File: src/rtl/bss_pkg.sv
package bss_pkg;

  // ----------------------------------------------------------------
  // register map (management addresses, never paged)
  // ----------------------------------------------------------------
  localparam logic [4:0] ADDR_BASIC_STATUS    = 5'h01;
  localparam logic [4:0] ADDR_PARTNER_ABILITY = 5'h05;
  localparam logic [4:0] ADDR_INTERRUPT_FLAGS = 5'h0C;

  // ----------------------------------------------------------------
  // basic_status field positions
  // ----------------------------------------------------------------
  localparam int BIT_CAP_FAST_FULL_DUPLEX    = 14;
  localparam int BIT_CAP_FAST_HALF_DUPLEX    = 13;
  localparam int BIT_CAP_TEN_FULL_DUPLEX     = 12;
  localparam int BIT_CAP_TEN_HALF_DUPLEX     = 11;
  localparam int BIT_EXTENDED_STATUS_PRESENT = 8;
  localparam int BIT_NO_PREAMBLE_CAPABLE     = 6;
  localparam int BIT_AUTONEG_DONE            = 5;
  localparam int BIT_REMOTE_FAULT_LATCH      = 4;
  localparam int BIT_AUTONEG_CAPABLE         = 3;
  localparam int BIT_LINK_UP_LATCH           = 2;
  localparam int BIT_EXTENDED_REGS_PRESENT   = 0;

  // interrupt_flags: mirrors low, enables high
  localparam int BIT_IRQ_FAULT_MIRROR = 4;
  localparam int BIT_IRQ_LINK_MIRROR  = 2;
  localparam int BIT_IRQ_FAULT_ENABLE = 12;
  localparam int BIT_IRQ_LINK_ENABLE  = 10;

  // remote fault field inside the partner ability word
  localparam int             PARTNER_FAULT_HI = 13;
  localparam int             PARTNER_FAULT_LO = 12;
  localparam logic [1:0]     PARTNER_NO_FAULT = 2'h0;
  localparam logic [15:0]    RESET_WORD       = 16'h0000;

  // ----------------------------------------------------------------
  // management frame layout
  // ----------------------------------------------------------------
  localparam logic [1:0] OP_READ       = 2'h2;
  localparam logic [1:0] OP_WRITE      = 2'h1;
  localparam logic [3:0] CNT_OP_LAST   = 4'h1;
  localparam logic [3:0] CNT_ADDR_LAST = 4'h4;
  localparam logic [3:0] CNT_DATA_LAST = 4'hF;

  typedef enum logic [2:0] {
    ST_IDLE,
    ST_START,
    ST_OP,
    ST_PHY,
    ST_REG,
    ST_TA,
    ST_DATA
  } bss_mdio_state_type;

  // register access request from the serial engine
  typedef struct packed {
    logic        rd;
    logic        wr;
    logic [4:0]  addr;
    logic [15:0] wdata;
  } bss_req_type;

endpackage

File: src/rtl/bss_mdio_engine.sv
`timescale 1ns/1ps
module bss_mdio_engine #(
  parameter logic [4:0] PHY_ADDR = 5'h00
) (
  input  wire logic               clk,
  input  wire logic               reset,
  input  wire logic               mdc_in,
  input  wire logic               mdio_in,
  input  wire logic [15:0]        rd_data,
  output bss_pkg::bss_req_type    req,
  output logic                    mdio_out,
  output logic                    mdio_oe
);

  // ----------------------------------------------------------------
  // pin synchronisers and clock edge detect
  // ----------------------------------------------------------------
  logic                        mdc_s1_q, mdc_s2_q, mdc_s3_q;
  logic                        mdio_s1_q, mdio_s2_q;
  bss_pkg::bss_mdio_state_type state_q;
  logic [3:0]                  cnt_q;
  logic [1:0]                  op_q;
  logic [4:0]                  phy_q;
  logic [4:0]                  reg_q;
  logic [15:0]                 shift_q;
  logic                        mine_q;
  bss_pkg::bss_req_type        req_q;
  logic                        out_q;
  logic                        oe_q;

  wire logic mdc_rise = mdc_s2_q & ~mdc_s3_q;
  wire logic bit_in   = mdio_s2_q;
  wire logic hit      = (phy_q == PHY_ADDR);
  wire logic rd_mine  = mine_q & (op_q == bss_pkg::OP_READ);
  wire logic wr_mine  = mine_q & (op_q == bss_pkg::OP_WRITE);

  // two flops before anything looks at the pins
  always_ff @(posedge clk) begin
    if (reset) begin
      {mdc_s1_q, mdc_s2_q, mdc_s3_q} <= 3'h0;
      {mdio_s1_q, mdio_s2_q}         <= 2'h3;
    end else begin
      {mdc_s1_q, mdc_s2_q, mdc_s3_q} <= {mdc_in, mdc_s1_q, mdc_s2_q};
      {mdio_s1_q, mdio_s2_q}         <= {mdio_in, mdio_s1_q};
    end
  end

  // ----------------------------------------------------------------
  // frame walker: start, opcode, addresses, turnaround, data
  // ----------------------------------------------------------------
  always_ff @(posedge clk) begin
    if (reset) begin
      state_q <= bss_pkg::ST_IDLE;
      cnt_q   <= 4'h0;
      op_q    <= 2'h0;
      phy_q   <= 5'h00;
      reg_q   <= 5'h00;
      shift_q <= 16'h0000;
      mine_q  <= 1'b0;
      req_q   <= '0;
      out_q   <= 1'b0;
      oe_q    <= 1'b0;
    end else begin
      req_q.rd <= 1'b0;
      req_q.wr <= 1'b0;
      if (req_q.rd) begin
        shift_q <= rd_data;               // snapshot taken with the read
      end
      if (mdc_rise) begin
        unique case (state_q)
          // no preamble needed: a zero then a one opens the frame
          bss_pkg::ST_IDLE: begin
            if (!bit_in) state_q <= bss_pkg::ST_START;
          end
          bss_pkg::ST_START: begin
            cnt_q <= 4'h0;
            if (bit_in) state_q <= bss_pkg::ST_OP;
          end
          bss_pkg::ST_OP: begin
            op_q  <= {op_q[0], bit_in};
            cnt_q <= cnt_q + 4'h1;
            if (cnt_q == bss_pkg::CNT_OP_LAST) begin
              cnt_q   <= 4'h0;
              state_q <= bss_pkg::ST_PHY;
            end
          end
          bss_pkg::ST_PHY: begin
            phy_q <= {phy_q[3:0], bit_in};
            cnt_q <= cnt_q + 4'h1;
            if (cnt_q == bss_pkg::CNT_ADDR_LAST) begin
              cnt_q   <= 4'h0;
              state_q <= bss_pkg::ST_REG;
            end
          end
          bss_pkg::ST_REG: begin
            reg_q <= {reg_q[3:0], bit_in};
            cnt_q <= cnt_q + 4'h1;
            if (cnt_q == bss_pkg::CNT_ADDR_LAST) begin
              cnt_q      <= 4'h0;
              state_q    <= bss_pkg::ST_TA;
              mine_q     <= hit;
              req_q.addr <= {reg_q[3:0], bit_in};
              req_q.rd   <= hit & (op_q == bss_pkg::OP_READ);
            end
          end
          // second turnaround bit driven low on a read
          bss_pkg::ST_TA: begin
            if (cnt_q == 4'h0) begin
              cnt_q <= 4'h1;
              oe_q  <= rd_mine;
              out_q <= 1'b0;
            end else begin
              cnt_q   <= 4'h0;
              state_q <= bss_pkg::ST_DATA;
              out_q   <= shift_q[15];
              shift_q <= {shift_q[14:0], 1'b0};
            end
          end
          bss_pkg::ST_DATA: begin
            cnt_q <= cnt_q + 4'h1;
            if (rd_mine) begin
              out_q   <= shift_q[15];
              shift_q <= {shift_q[14:0], 1'b0};
            end else begin
              shift_q <= {shift_q[14:0], bit_in};
            end
            if (cnt_q == bss_pkg::CNT_DATA_LAST) begin
              state_q     <= bss_pkg::ST_IDLE;
              oe_q        <= 1'b0;
              req_q.wr    <= wr_mine;
              req_q.wdata <= {shift_q[14:0], bit_in};
            end
          end
        endcase
      end
    end
  end

  assign req      = req_q;
  assign mdio_out = out_q;
  assign mdio_oe  = oe_q;

endmodule

File: src/rtl/bss_status_top.sv
`timescale 1ns/1ps
module bss_status_top #(
  parameter logic [4:0] PHY_ADDR = 5'h00
) (
  input  wire logic        clk,
  input  wire logic        reset,
  input  wire logic        mdc_in,
  input  wire logic        mdio_in,
  output logic             mdio_out,
  output logic             mdio_oe,
  input  wire logic        rx_loss_of_signal_in,
  input  wire logic        cdr_loss_of_lock,
  input  wire logic        sgmii_mode,
  input  wire logic        autoneg_done_in,
  input  wire logic        pcs_link_up,
  input  wire logic [15:0] partner_word,
  input  wire logic        partner_word_valid,
  output logic             irq
);

  // ----------------------------------------------------------------
  // declarations
  // ----------------------------------------------------------------
  bss_pkg::bss_req_type req;
  logic                 los_s1_q, los_s2_q;
  logic                 autoneg_done_q;
  logic                 remote_fault_latch_q;
  logic                 remote_fault_latch_d;
  logic                 link_up_latch_q;
  logic                 link_up_latch_d;
  logic [15:0]          partner_ability_q;
  logic                 fault_irq_en_q;
  logic                 link_irq_en_q;
  logic                 irq_q;
  logic [15:0]          basic_status;
  logic [15:0]          interrupt_flags;
  logic [15:0]          rd_data;

  // ----------------------------------------------------------------
  // management serial engine
  // ----------------------------------------------------------------
  bss_mdio_engine #(
    .PHY_ADDR (PHY_ADDR)
  ) u_engine (
    .clk      (clk),
    .reset    (reset),
    .mdc_in   (mdc_in),
    .mdio_in  (mdio_in),
    .rd_data  (rd_data),
    .req      (req),
    .mdio_out (mdio_out),
    .mdio_oe  (mdio_oe)
  );

  // ----------------------------------------------------------------
  // address decode
  // ----------------------------------------------------------------
  // full five-bit compare, no page term enters the decode
  // the read strobe lands in the cycle the engine takes its snapshot,
  // so the word shifted out shows the latches before their clear
  wire logic sel_status  = (req.addr == bss_pkg::ADDR_BASIC_STATUS);
  wire logic sel_partner = (req.addr == bss_pkg::ADDR_PARTNER_ABILITY);
  wire logic sel_irq     = (req.addr == bss_pkg::ADDR_INTERRUPT_FLAGS);
  wire logic read_status = req.rd & sel_status;
  wire logic write_irq   = req.wr & sel_irq;

  // ----------------------------------------------------------------
  // loss of signal pin synchroniser
  // ----------------------------------------------------------------
  // the pin is asynchronous, two flops before the fault logic
  always_ff @(posedge clk) begin
    if (reset) begin
      los_s1_q <= 1'b0;
      los_s2_q <= 1'b0;
    end else begin
      los_s1_q <= rx_loss_of_signal_in;
      los_s2_q <= los_s1_q;
    end
  end

  // ----------------------------------------------------------------
  // partner ability word
  // ----------------------------------------------------------------
  // keeps the last configuration word seen from the partner
  always_ff @(posedge clk) begin
    if (reset) begin
      partner_ability_q <= bss_pkg::RESET_WORD;
    end else if (partner_word_valid) begin
      partner_ability_q <= partner_word;
    end
  end

  wire logic [1:0] partner_fault_field =
    partner_ability_q[bss_pkg::PARTNER_FAULT_HI:bss_pkg::PARTNER_FAULT_LO];

  // ----------------------------------------------------------------
  // fault condition per mode
  // ----------------------------------------------------------------
  // serial gigabit mode watches the receiver, fibre mode the partner
  // lock loss comes from logic on this clock, so it needs no synchroniser
  wire logic sgmii_fault = los_s2_q | cdr_loss_of_lock;
  wire logic fibre_fault =
    (partner_fault_field != bss_pkg::PARTNER_NO_FAULT);
  wire logic fault_now = sgmii_mode ? sgmii_fault : fibre_fault;

  // ----------------------------------------------------------------
  // latched indicators
  // ----------------------------------------------------------------
  // condition present holds the latch; a read only acts without it
  always_comb begin
    remote_fault_latch_d = remote_fault_latch_q;
    if (fault_now) begin
      remote_fault_latch_d = 1'b1;
    end else if (read_status) begin
      remote_fault_latch_d = 1'b0;
    end
  end

  // link down forces zero even in the cycle of a read
  always_comb begin
    link_up_latch_d = link_up_latch_q;
    if (!pcs_link_up) begin
      link_up_latch_d = 1'b0;
    end else if (read_status) begin
      link_up_latch_d = 1'b1;
    end
  end

  // indicators start at zero out of reset
  always_ff @(posedge clk) begin
    if (reset) begin
      remote_fault_latch_q <= 1'b0;
      link_up_latch_q      <= 1'b0;
      autoneg_done_q       <= 1'b0;
    end else begin
      remote_fault_latch_q <= remote_fault_latch_d;
      link_up_latch_q      <= link_up_latch_d;
      autoneg_done_q       <= autoneg_done_in;
    end
  end

  // ----------------------------------------------------------------
  // interrupt enables and output
  // ----------------------------------------------------------------
  // only the enables are writable, the mirrors ignore writes
  always_ff @(posedge clk) begin
    if (reset) begin
      fault_irq_en_q <= 1'b0;
      link_irq_en_q  <= 1'b0;
    end else if (write_irq) begin
      fault_irq_en_q <= req.wdata[bss_pkg::BIT_IRQ_FAULT_ENABLE];
      link_irq_en_q  <= req.wdata[bss_pkg::BIT_IRQ_LINK_ENABLE];
    end
  end

  // fault mirror high or link mirror low raises the request
  always_ff @(posedge clk) begin
    if (reset) begin
      irq_q <= 1'b0;
    end else begin
      irq_q <= (fault_irq_en_q & remote_fault_latch_q)
             | (link_irq_en_q & ~link_up_latch_q);
    end
  end

  assign irq = irq_q;

  // ----------------------------------------------------------------
  // read words
  // ----------------------------------------------------------------
  // fixed abilities plus the live indicators, reserved bits zero
  always_comb begin
    basic_status = 16'h0000;
    basic_status[bss_pkg::BIT_CAP_FAST_FULL_DUPLEX]    = 1'b1;
    basic_status[bss_pkg::BIT_CAP_FAST_HALF_DUPLEX]    = 1'b1;
    basic_status[bss_pkg::BIT_CAP_TEN_FULL_DUPLEX]     = 1'b1;
    basic_status[bss_pkg::BIT_CAP_TEN_HALF_DUPLEX]     = 1'b1;
    basic_status[bss_pkg::BIT_EXTENDED_STATUS_PRESENT] = 1'b1;
    basic_status[bss_pkg::BIT_NO_PREAMBLE_CAPABLE]     = 1'b1;
    basic_status[bss_pkg::BIT_AUTONEG_DONE]   = autoneg_done_q;
    basic_status[bss_pkg::BIT_REMOTE_FAULT_LATCH] =
      remote_fault_latch_q;
    basic_status[bss_pkg::BIT_AUTONEG_CAPABLE]         = 1'b1;
    basic_status[bss_pkg::BIT_LINK_UP_LATCH] = link_up_latch_q;
    basic_status[bss_pkg::BIT_EXTENDED_REGS_PRESENT]   = 1'b1;
  end

  // read-only copies of the two latches beside their enables
  always_comb begin
    interrupt_flags = 16'h0000;
    interrupt_flags[bss_pkg::BIT_IRQ_FAULT_MIRROR] =
      remote_fault_latch_q;
    interrupt_flags[bss_pkg::BIT_IRQ_LINK_MIRROR] =
      link_up_latch_q;
    interrupt_flags[bss_pkg::BIT_IRQ_FAULT_ENABLE] = fault_irq_en_q;
    interrupt_flags[bss_pkg::BIT_IRQ_LINK_ENABLE]  = link_irq_en_q;
  end

  // read mux, unmapped addresses answer zero
  assign rd_data = sel_status  ? basic_status :
                   sel_partner ? partner_ability_q :
                   sel_irq     ? interrupt_flags :
                   16'h0000;

endmodule

File: config.mk
export PLATFORM = sky130hd
export DESIGN_NAME = bss_status_top
export DESIGN_NICKNAME = d
export VERILOG_FILES = /design/src/rtl/bss_pkg.sv /design/src/rtl/bss_mdio_engine.sv /design/src/rtl/bss_status_top.sv
export SDC_FILE = /design/constraint.sdc
export NUM_CORES = 1
export LEC_CHECK = 0
export ABC_AREA = 1
export BUFFER_PORTS_ARGS = -buffer_cell sky130_fd_sc_hd__buf_2
export CORE_ASPECT_RATIO = 2
export CORE_MARGIN = 2
export CORE_UTILIZATION = 45
export CTS_BUF_LIST = sky130_fd_sc_hd__clkbuf_16
export DETAILED_ROUTE_END_ITERATION = 7
export PLACE_DENSITY_LB_ADDON = 0.3
export SLEW_MARGIN = 25
export SYNTH_ARGS = -nofsm -noshare
export SYNTH_HDL_FRONTEND = slang
export SYNTH_SLANG_ARGS = --single-unit
File: constraint.sdc
create_clock -name clk -period 2.1 [get_ports clk]
set_clock_uncertainty 0.2 [all_clocks]
set_input_delay 0.42 -clock clk [delete_from_list [all_inputs] [get_ports clk]]
set_output_delay 0.42 -clock clk [all_outputs]
set_load 0.01 [all_outputs]
; ---- Yosys cells after proc, flatten, opt, wreduce, memory -nomap -nowiden
; Cells that the tools add are included.
[word_totals]
register_bits = 86
inputBits = 26
output_inout_bits = 3
elab_cells = 118
[op_classes]
n_addsub = 1
n_eq_ne = 23
muxes = 29
bitwise_logic = 18
n_reduce_logical = 20
[op_table]
columns = cell, count
row1 = two-way mux 16 bit, 5
row2 = one-hot mux 16 bit (2 select lines), 1
row3 = two-way mux 3 bit, 7
row4 = one-hot mux 3 bit (7 select lines), 1
row5 = one-hot mux 4 bit (5 select lines), 1
row6 = != test 2 x 1 -> 1 bit (second input constant), 7
row7 = two-way mux 13 bit, 1
row8 = == test 3 bit (second input constant), 3
row9 = two-way mux 1 bit, 9
row10 = AND reduction 3 bit, 3
row11 = AND 1 bit, 8
row12 = two-way mux 4 bit, 2
row13 = inverter 1 bit, 8
row14 = AND reduction 2 bit, 4
row15 = AND reduction 8 bit, 1
row16 = OR reduction 4 bit, 2
row17 = == test 3 x 2 -> 1 bit (second input constant), 2
row18 = nonzero test 2 bit, 3
row19 = == test 5 x 1 -> 1 bit (second input constant), 1
row20 = == test 5 x 3 -> 1 bit (second input constant), 1
row21 = == test 5 x 4 -> 1 bit (second input constant), 1
row22 = zero test 5 bit, 1
row23 = nonzero test 5 bit, 1
row24 = adder 4 x 1 -> 4 bit (second input constant), 1
row25 = other kinds (13), 17

; ---- Logic depth before layout (Yosys ltp)
; Gate-level depths: netlist (run 1).
[logic_depth]
ltp_word = 8
ltp_mapped = 10
mapped_depth_nobuf = 10

; ---- By module
; Synthesis (run 1) repeated with hierarchy kept, for this count alone.
[hier_totals]
cells_unflattened = 567
area_unflattened_um2 = 4000.1
[by_module_without_submodules]
columns = mod, n_inst, cells_per_inst, area_per_inst_um2, seq_area_each_um2
row1 = bss_mdio_engine, 1, 410, 2939.1, 1301.2
row2 = bss_status_top, 1, 157, 1061.0, 480.5

; ---- Worst setup path after synthesis (run 1)
; OpenSTA, ideal clock, no wires.
[synth_path]
path_type = reg-to-reg
startpoint = reg u_engine.cnt_q[0]
endpoint = reg u_engine.shift_q[10]
setup_time_ps = 69
arrival_ps = 1367
required_time_ps = 1831
path_slack_ps = 464
stages_incl_launch_ff = 10
path_buffers = 2
synth_period_minus_slack_ps = 1636
path_cell_list = dfxtp_1 > inv_1 > ha_1 > nand3_1 > nor2_2 > nor2_4 > buf_6 > buf_12 > nand2_2 > a21oi_2
[synth_between]
elab_chain_len = 4
[synth_rtl]
columns = item, line_no
row1 = "start, declared", bss_mdio_engine.sv:21  ; logic [3:0] cnt_q;
row2 = "start signal, assigned", bss_mdio_engine.sv:81  ; cnt_q <= cnt_q + 4'h1;
row3 = "start signal, assigned", bss_mdio_engine.sv:89  ; cnt_q <= cnt_q + 4'h1;
row4 = "start signal, assigned", bss_mdio_engine.sv:97  ; cnt_q <= cnt_q + 4'h1;
row5 = zero test 4 bit, bss_mdio_engine.sv:108  ; if (cnt_q == 4'h0) begin
row6 = two-way mux 16 bit, bss_mdio_engine.sv:108
row7 = one-hot mux 16 bit (2 select lines), bss_mdio_engine.sv:70  ; unique case (state_q)
row8 = two-way mux 16 bit, bss_mdio_engine.sv:69  ; if (mdc_rise) begin
row9 = "end signal, assigned", bss_mdio_engine.sv:67  ; shift_q <= rd_data;
row10 = "end signal, assigned", bss_mdio_engine.sv:116  ; shift_q <= {shift_q[14:0], 1'b0};
row11 = "end signal, assigned", bss_mdio_engine.sv:123  ; shift_q <= {shift_q[14:0], 1'b0};
row12 = "end, declared", bss_mdio_engine.sv:25  ; logic [15:0] shift_q;
; No other way between the ends.
; A chain may end at the register's enable or synchronous reset.

; ---- Worst setup path in the final report (run 1)
[layout_path]
startpoint = reg u_engine.state_q[2]
endpoint = reg u_engine.shift_q[4]
[layout_between]
elab_chain_len = 3
elab_cells_between_ends = 4
classes_between = 2 x eq/ne / 2 x mux
[layout_rtl]
columns = item, line_no
row1 = "start, declared", bss_mdio_engine.sv:20  ; bss_pkg::bss_mdio_state_type state_q;
row2 = "start signal, assigned", bss_mdio_engine.sv:53  ; state_q <= bss_pkg::ST_IDLE;
row3 = "start signal, assigned", bss_mdio_engine.sv:73  ; if (!bit_in) state_q <= bss_pkg::ST_START;
row4 = "start signal, assigned", bss_mdio_engine.sv:77  ; if (bit_in) state_q <= bss_pkg::ST_OP;
row5 = == test 3 bit, bss_mdio_engine.sv:70
row6 = one-hot mux 16 bit (2 select lines) *, bss_mdio_engine.sv:70
row7 = two-way mux 16 bit *, bss_mdio_engine.sv:69
; Mark *: on every way between the ends. The rest lies on a longest branch, timed or not.

==> Implementation_results.wiki, run 1 <==
{| class="wikitable"
! Metric !! Value
|-
| Worst slew pin tran || around 0.46 ns
|-
| Worst hold path class || primary input to flip-flop
|-
| Area inside the core boundary || between 7000 and 8000 um^2
|-
| Number of buffers on the longest clock path || 2
|-
| Instance count of the mapped netlist || 482
|-
| Aggregate routed wire length || 8.595 mm
|-
| DIE WIDTH || 65.40 um
|-
| Synthesized netlist net count || 511
|-
| Total setup buffers inserted after CTS || 0
|-
| Pwr/cell area || 788.1 nW/um^2
|-
| Via count of the first global-routing pass || 3,034
|-
| Main combinational cell family by area after synthesis || simple AND/OR/NAND/NOR gates
|-
| Synth unique cells || 30
|-
| Clock transition time at the flip-flop clock pins of the worst setup and hold paths || 0.05 ns
|-
| Synth Cell Area || around 3400 um^2
|-
| Reported leakage power || 1.666 nW
|-
| Final count of negative-setup-slack endpoints || 0
|-
| Post-synthesis xor/xnor area fraction || 0.002581
|-
| Total number of yosys warnings || 0
|-
| Multiplexer share of the synthesized area || 0
|-
| Final core utilization || 0.5346
|-
| Number of nets with antenna violations after detailed routing || 0
|-
| Proportion of layout cells with a drive suffix above 1 || 0.1589
|-
| Number of nets in the layout || 540
|-
| Buffer type at the clock tree root || sky130_fd_sc_hd__clkbuf_16
|-
| Setup TNS || 0 ns
|-
| Synth Area in Compound Gates || 0.1294
|-
| Synthesized-area fraction occupied by adder cells || 0.01106
|-
| Detailed router's first-iteration violation count || approximately 210
|-
| Register area share after synthesis || 0.4425
|-
| Total of buffers placed on input and output ports || 28
|-
| Maxcap violations || 0
|-
| Drt via density || 5.140
|-
| Count of endpoints failing hold in the final timing report || 0
|-
| Logic depth of the worst path, buffers included || 8
|-
| Cell family contributing the most delay on the critical path || simple AND/OR/NAND/NOR gates
|-
| Share of synthesized registers carrying an async set or reset || 0
|-
| Fin crit share || 0.9099
|-
| Later-pin clock latency in the skew report || between 0.3 and 0.4 ns
|-
| Number of enable flip-flop cells after synthesis || 0
|-
| Final worst path period need || about 1.9 ns
|-
| Worst r2r path cells || 8
|-
| TritonCTS Sinks || 75
|-
| Number of primary I/O pins || 29
|-
| Pins Over Slew Limit || 0
|-
| Number of DRC violations after detailed routing || 0
|-
| Layout Cells excl Fill || a little over 600
|-
| Sequence of cells on the critical path || nand3_2 -> nand2_2 -> nand2_2 -> nor2_4 -> buf_4 -> nor2_1 -> nand2_1 -> a21oi_1
|-
| Final HPWL DP || 6.397 mm
|-
| Setup slack after layout || 0.1891 ns
|-
| Post-synthesis register bit count || 75
|-
| Final weighted congestion of routability-driven global placement || 0.8498
|-
| Sum of overflow across all layers after global routing || 0
|-
| Setup repair after global routing missed its margin || false
|-
| Syn avg cell area || between 7 and 8 um^2
|-
| Most common flop cell mapped by yosys || sky130_fd_sc_hd__dfxtp_1
|-
| Wire length of the first global-routing pass || 13.90 mm
|-
| Total of cells resized after clock tree synthesis || 0
|-
| Initial core utilization || 0.4669
|-
| Fraction of the mapped netlist area in simple logic gates || 0.3385
|-
| Worst Setup End Kind || flip-flop
|-
| Via count || about 3.1k
|-
| Gr usage total || 0.2222
|-
| Relative area change from synthesis to final layout || 14.49%
|-
| Initial antenna violation count || 0
|-
| Number of cells traversed by the worst hold path || 2
|-
| Slowest cell on the critical path || sky130_fd_sc_hd__dfxtp_1
|-
| Total Die Area || a little over 8000 um^2
|-
| Number of placement rows || 44
|-
| Number of H-tree branching levels || 3
|-
| Number of buffers added by the clock tree synthesis step || 9
|-
| Pin count of the biggest net entering global routing || 38
|-
| Run status || complete, no violations
|-
| Overall die height || 126.8 um
|-
| Number of buffers and inverters on the critical path || 1
|-
| Largest stage delay, worst path || about 0.54 ns
|-
| CTS tree || yes
|-
| Critical Path RT || ~2.1 ns
|-
| Number of buffers inserted by hold repair at cts || 0
|-
| Cell total after placement || about 590
|-
| Reg2Reg Setup Slack || 0.19 ns
|-
| Average wire per cell in the routed design || 14.14 um
|-
| Max Clk Rate || 523.3 MHz
|-
| Worst slack after detailed placement || 0.2075 ns
|-
| Startpoint type of the worst setup path || flip-flop
|-
| Peak supply drop || 0.0005190 V
|-
| Worst max-slew margin expressed relative to the limit || 0.6931
|-
| Crit path top cell by count || sky130_fd_sc_hd__nand2_2
|-
| Path type of the worst setup path || flip-flop to flip-flop
|-
| CP Max Fanout || 9
|-
| TritonRoute pass-1 iters || 5
|-
| Fill cell instance count of the final layout || 735
|-
| Worst Path Arrival || 1.91 ns
|-
| Antenna Diode Count || 0
|}
[metrics by stage]
stage                     hold WS, ns  cell area (um^2)  power [mW]
after floorplan                0.1883              3393       1.569
after global placement         0.1920              3601       1.617
after detailed placement       0.1945              3601       1.621
after CTS                     0.05740              3885       3.096
after global routing          0.05987              3885       3.170
final                         0.06832              3885       3.062
[synth_stat cells, types with 5 or more instances]
library cell	instances	area (um^2)
sky130_fd_sc_hd__nand2_1	107	401.6
sky130_fd_sc_hd__nor2_1	83	311.6
sky130_fd_sc_hd__dfxtp_1	75	1501
sky130_fd_sc_hd__nand3_1	43	215.2
sky130_fd_sc_hd__inv_1	40	150.1
sky130_fd_sc_hd__o21ai_0	39	195.2
sky130_fd_sc_hd__a21oi_1	27	135.1
sky130_fd_sc_hd__nand2_2	13	81.33
sky130_fd_sc_hd__a21oi_2	10	87.58
sky130_fd_sc_hd__clkbuf_1	9	33.78
sky130_fd_sc_hd__nand4_1	5	31.28
[path summary, 6_finish.rpt]
check / startpoint / end
setup / recovery: u_engine.state_q[2] / u_engine.shift_q[4]
hold / removal: mdio_in / u_engine.mdio_s1_q
setup reg to reg: u_engine.state_q[2] / u_engine.shift_q[4]
hold reg to reg: u_engine.mdc_s1_q / u_engine.mdc_s2_q
[state kept, by name, indices dropped and copies added, names as in the netlist, 2 cells and up]
signal / count
partner_ability_q: 16
u_engine.req: 9
u_engine.state_q: 3
u_engine.op_q: 2
u_engine.shift_q: 16
u_engine.phy_q: 5
u_engine.reg_q: 4
u_engine.cnt_q: 4
[cells by family after synthesis]
logic type,after synthesis
buffers and inverters,59
AO/OA/AOI/OAI,79
AND/OR/NAND/NOR,265
adder cells (fa/ha/maj),3
flip-flops,75
XOR/XNOR,1
[power by group]
part	total [mW]	switching (mW)	internal [mW]
Clock	1.47	0.570	0.902
Combinational	0.116	0.0727	0.0434
Sequential	1.47	0.0193	1.45
[area by class of cell]
cell class / instances / area, um^2 / share of cell area
clock buffer: 9 / 225.2 / 0.05797
clock inverter: 7 / 58.81 / 0.01514
inverter: 42 / 157.7 / 0.04058
multi-input combinational: 348 / 1634 / 0.4206
sequential: 75 / 1501 / 0.3865
tap: 92 / 115.1 / 0.02963
timing repair buffer: 35 / 192.7 / 0.04960
[metal layers]
layer | track usage | up-vias | share of wire
met5 | 0 | - | 0
met3 | 0.03635 | 29 | 0.032
met4 | 0.1422 | 0 | 0.048
met2 | 0.4208 | 66 | 0.57
li1 | - | 1601 | -
met1 | 0.2099 | 1429 | 0.35
[placed cells by master (no fill, tap or decap), drive strengths merged]
cell type / count
nor4: 2
a21oi: 37
clkinvlp: 1
a211oi: 1
xor2: 1
nand2: 120
dfxtp: 75
or2: 2
clkinv: 5
bufinv: 1
ha: 3
o21bai: 1
nor3: 4
nor2: 87
nand3: 45
buf: 35
nand4: 5
inv: 42
clkbuf: 9
a31oi: 1
o21ai: 39
(Power assumes the default switching activity.)
==> run 2, diff against run 1 <==
- CORE_ASPECT_RATIO: 2 -> unset
==> Implementation_results.wiki, run 2 (synthesis gave the netlist of run 1 again) <==
{| class="wikitable"
! Metric !! Value
|-
| Startpoint type of the worst setup path || flip-flop
|-
| Pwr/cell area || 796.0 nW/um^2
|-
| Slowest cell on the critical path || sky130_fd_sc_hd__dfxtp_1
|-
| Number of DRC violations after detailed routing || 0
|-
| Total Die Area || 8251 um^2
|-
| Largest stage delay, worst path || approximately 0.53 ns
|-
| Aggregate routed wire length || 7.669 mm
|-
| Total of cells resized after clock tree synthesis || 0
|-
| Worst Setup End Kind || flip-flop
|-
| Clock transition time at the flip-flop clock pins of the worst setup and hold paths || 0.06 ns
|-
| Worst slew pin tran || 0.5017 ns
|-
| Number of H-tree branching levels || 3
|-
| Final weighted congestion of routability-driven global placement || 0.8413
|-
| Initial antenna violation count || 0
|-
| Gr usage total || 0.2028
|-
| Net Sw Frac || 0.2227
|-
| Buffer type at the clock tree root || sky130_fd_sc_hd__clkbuf_16
|-
| Worst max-slew margin expressed relative to the limit || 0.6643
|-
| Overall die height || roughly 90 um
|-
| Cell family contributing the most delay on the critical path || simple AND/OR/NAND/NOR gates
|-
| Sum of overflow across all layers after global routing || 0
|-
| Reported leakage power || 1.674 nW
|-
| Via count || a little over 3k
|-
| Drt via density || 5.011
|-
| Detailed router's first-iteration violation count || 122
|-
| Path type of the worst setup path || flip-flop to flip-flop
|-
| Relative area change from synthesis to final layout || 15.04%
|-
| Number of cells traversed by the worst hold path || 2
|-
| Later-pin clock latency in the skew report || 0.33 ns
|-
| Number of buffers added by the clock tree synthesis step || 9
|-
| Setup TNS || 0 ns
|-
| TritonCTS Sinks || 75
|-
| Final worst path period need || 1.859 ns
|-
| Via count of the first global-routing pass || ~3k
|-
| Wire length of the first global-routing pass || 13.50 mm
|-
| Number of buffers and inverters on the critical path || 1
|-
| Pins Over Slew Limit || 0
|-
| Commonest non-fill, non-tap cell in the layout || sky130_fd_sc_hd__nand2_1
|-
| CP Max Fanout || 18
|-
| TritonRoute pass-1 iters || 4
|-
| Run status || complete, no violations
|-
| Final core utilization || 0.5353
|-
| Antenna Diode Count || 0
|-
| Sequence of cells on the critical path || nand3_2 -> nor2_2 -> nor2_4 -> buf_4 -> nor2_1 -> nand2_1 -> a21oi_1
|-
| Worst r2r path cells || 7
|-
| Total setup buffers inserted after CTS || 0
|-
| Number of nets with antenna violations after detailed routing || 0
|-
| Portion of total power attributed to sequential cells || 0.474
|-
| Initial core utilization || 0.4653
|-
| Max Clk Rate || 538.0 MHz
|-
| Number of primary I/O pins || 29
|-
| Clock network fraction of total power || 0.489
|-
| Critical Path RT || 2.17 ns
|-
| Worst r2r src || u_engine.state_q[2]
|-
| Final count of negative-setup-slack endpoints || 0
|-
| Peak supply drop || 0.0004048 V
|-
| CTS tree || yes
|-
| Comb pwr share || 0.037
|-
| Pin count of the biggest net entering global routing || 35
|-
| Setup repair after global routing missed its margin || false
|-
| Average wire per cell in the routed design || around 12 um
|-
| Worst hold path class || primary input to flip-flop
|-
| Total of buffers placed on input and output ports || 28
|-
| Number of placement rows || 31
|-
| Fin crit share || 0.8851
|-
| DIE WIDTH || roughly 90 um
|-
| Worst Path Arrival || 1.92 ns
|-
| Hold EP || u_engine.mdio_s1_q
|-
| Reg2Reg Setup Slack || 0.24 ns
|-
| Hold wc startpoint || mdio_in
|-
| Maxcap violations || 0
|-
| Number of nets in the layout || 540
|-
| Number of buffers on the longest clock path || 2
|-
| Internal power || 2.415 mW
|-
| Area inside the core boundary || around 7300 um^2
|-
| Final HPWL DP || roughly 5.4 mm
|-
| Psw || between 600 and 700 uW
|-
| Count of endpoints failing hold in the final timing report || 0
|-
| Fill cell instance count of the final layout || about 770
|-
| Reg-to-Reg End || u_engine.shift_q[4]
|-
| Proportion of layout cells with a drive suffix above 1 || 0.1628
|-
| Number of buffers inserted by hold repair at cts || 0
|-
| Commonest cells after routing, fill and taps aside || 107 x sky130_fd_sc_hd__nand2_1, 83 x sky130_fd_sc_hd__nor2_1, 75 x sky130_fd_sc_hd__dfxtp_1
|}
## run 2: cell count changes in the layout (fill, tap and decap cells not counted), sizes merged
| cell | previous run | this run |
|---|---|---|
| inv | 42 | 44 |
| clkinv | 5 | 3 |
## run 2: how the worst max path moves through the flow
stage                              startpoint              endpoint  slack [ns]  depth (start not counted)
after detailed placement  u_engine.state_q[2]   u_engine.shift_q[4]        0.26                          7
final                     u_engine.state_q[2]   u_engine.shift_q[4]        0.24                          7
after global routing      u_engine.state_q[2]  u_engine.shift_q[12]        0.09                          7
after CTS                 u_engine.state_q[2]   u_engine.shift_q[4]        0.24                          7
after floorplan             u_engine.cnt_q[0]  u_engine.shift_q[10]        0.46                          9
after global placement      u_engine.cnt_q[0]  u_engine.shift_q[12]        0.30                          9
## run 2: layout make-up
cell class,instances,area [um^2],area share
flip-flops and latches,75,1501,0.3846
clock buffers,9,225.2,0.05769
clock inverters,7,68.82,0.01763
multi-input cells,348,1634,0.4186
inverters,42,157.7,0.04038
repair buffers,35,192.7,0.04936
well taps,99,123.9,0.03173
## run 2: through the flow
| stage | area (um^2) | hold WS [ns] | std cells | setup WS [ns] | power (mW) |
|---|---|---|---|---|---|
| 2_1_floorplan | 3393 | 0.1883 | 482 | 0.4638 | 1.569 |
| 5_1_grt | 3904 | 0.07063 | 615 | 0.08782 | 3.222 |
| 6_report | 3904 | 0.06497 | 615 | 0.2413 | 3.107 |
| 3_3_place_gp | 3610 | 0.1903 | 599 | 0.2990 | 1.615 |
| 4_1_cts | 3904 | 0.06555 | 615 | 0.2403 | 3.127 |
| 3_5_place_dp | 3610 | 0.1949 | 599 | 0.2553 | 1.617 |
## run 2: power by group through the flow
stage	sequential [mW]	clock (mW)	combinational (mW)
floorplan	1.50	0	0.0733
global placement	1.50	0	0.113
detailed placement	1.50	0	0.115
CTS	1.47	1.54	0.116
global route	1.47	1.61	0.134
finish	1.47	1.52	0.115
## run 2: per-layer routing
| metal | vias up | wire [um] | GRT usage |
|---|---|---|---|
| li1 | 1605 | - | - |
| met5 | - | 0 | 0 |
| met4 | 0 | 243 | 0.1086 |
| met2 | 76 | 3680 | 0.3352 |
| met3 | 20 | 310 | 0.03172 |
| met1 | 1381 | 3434 | 0.2540 |
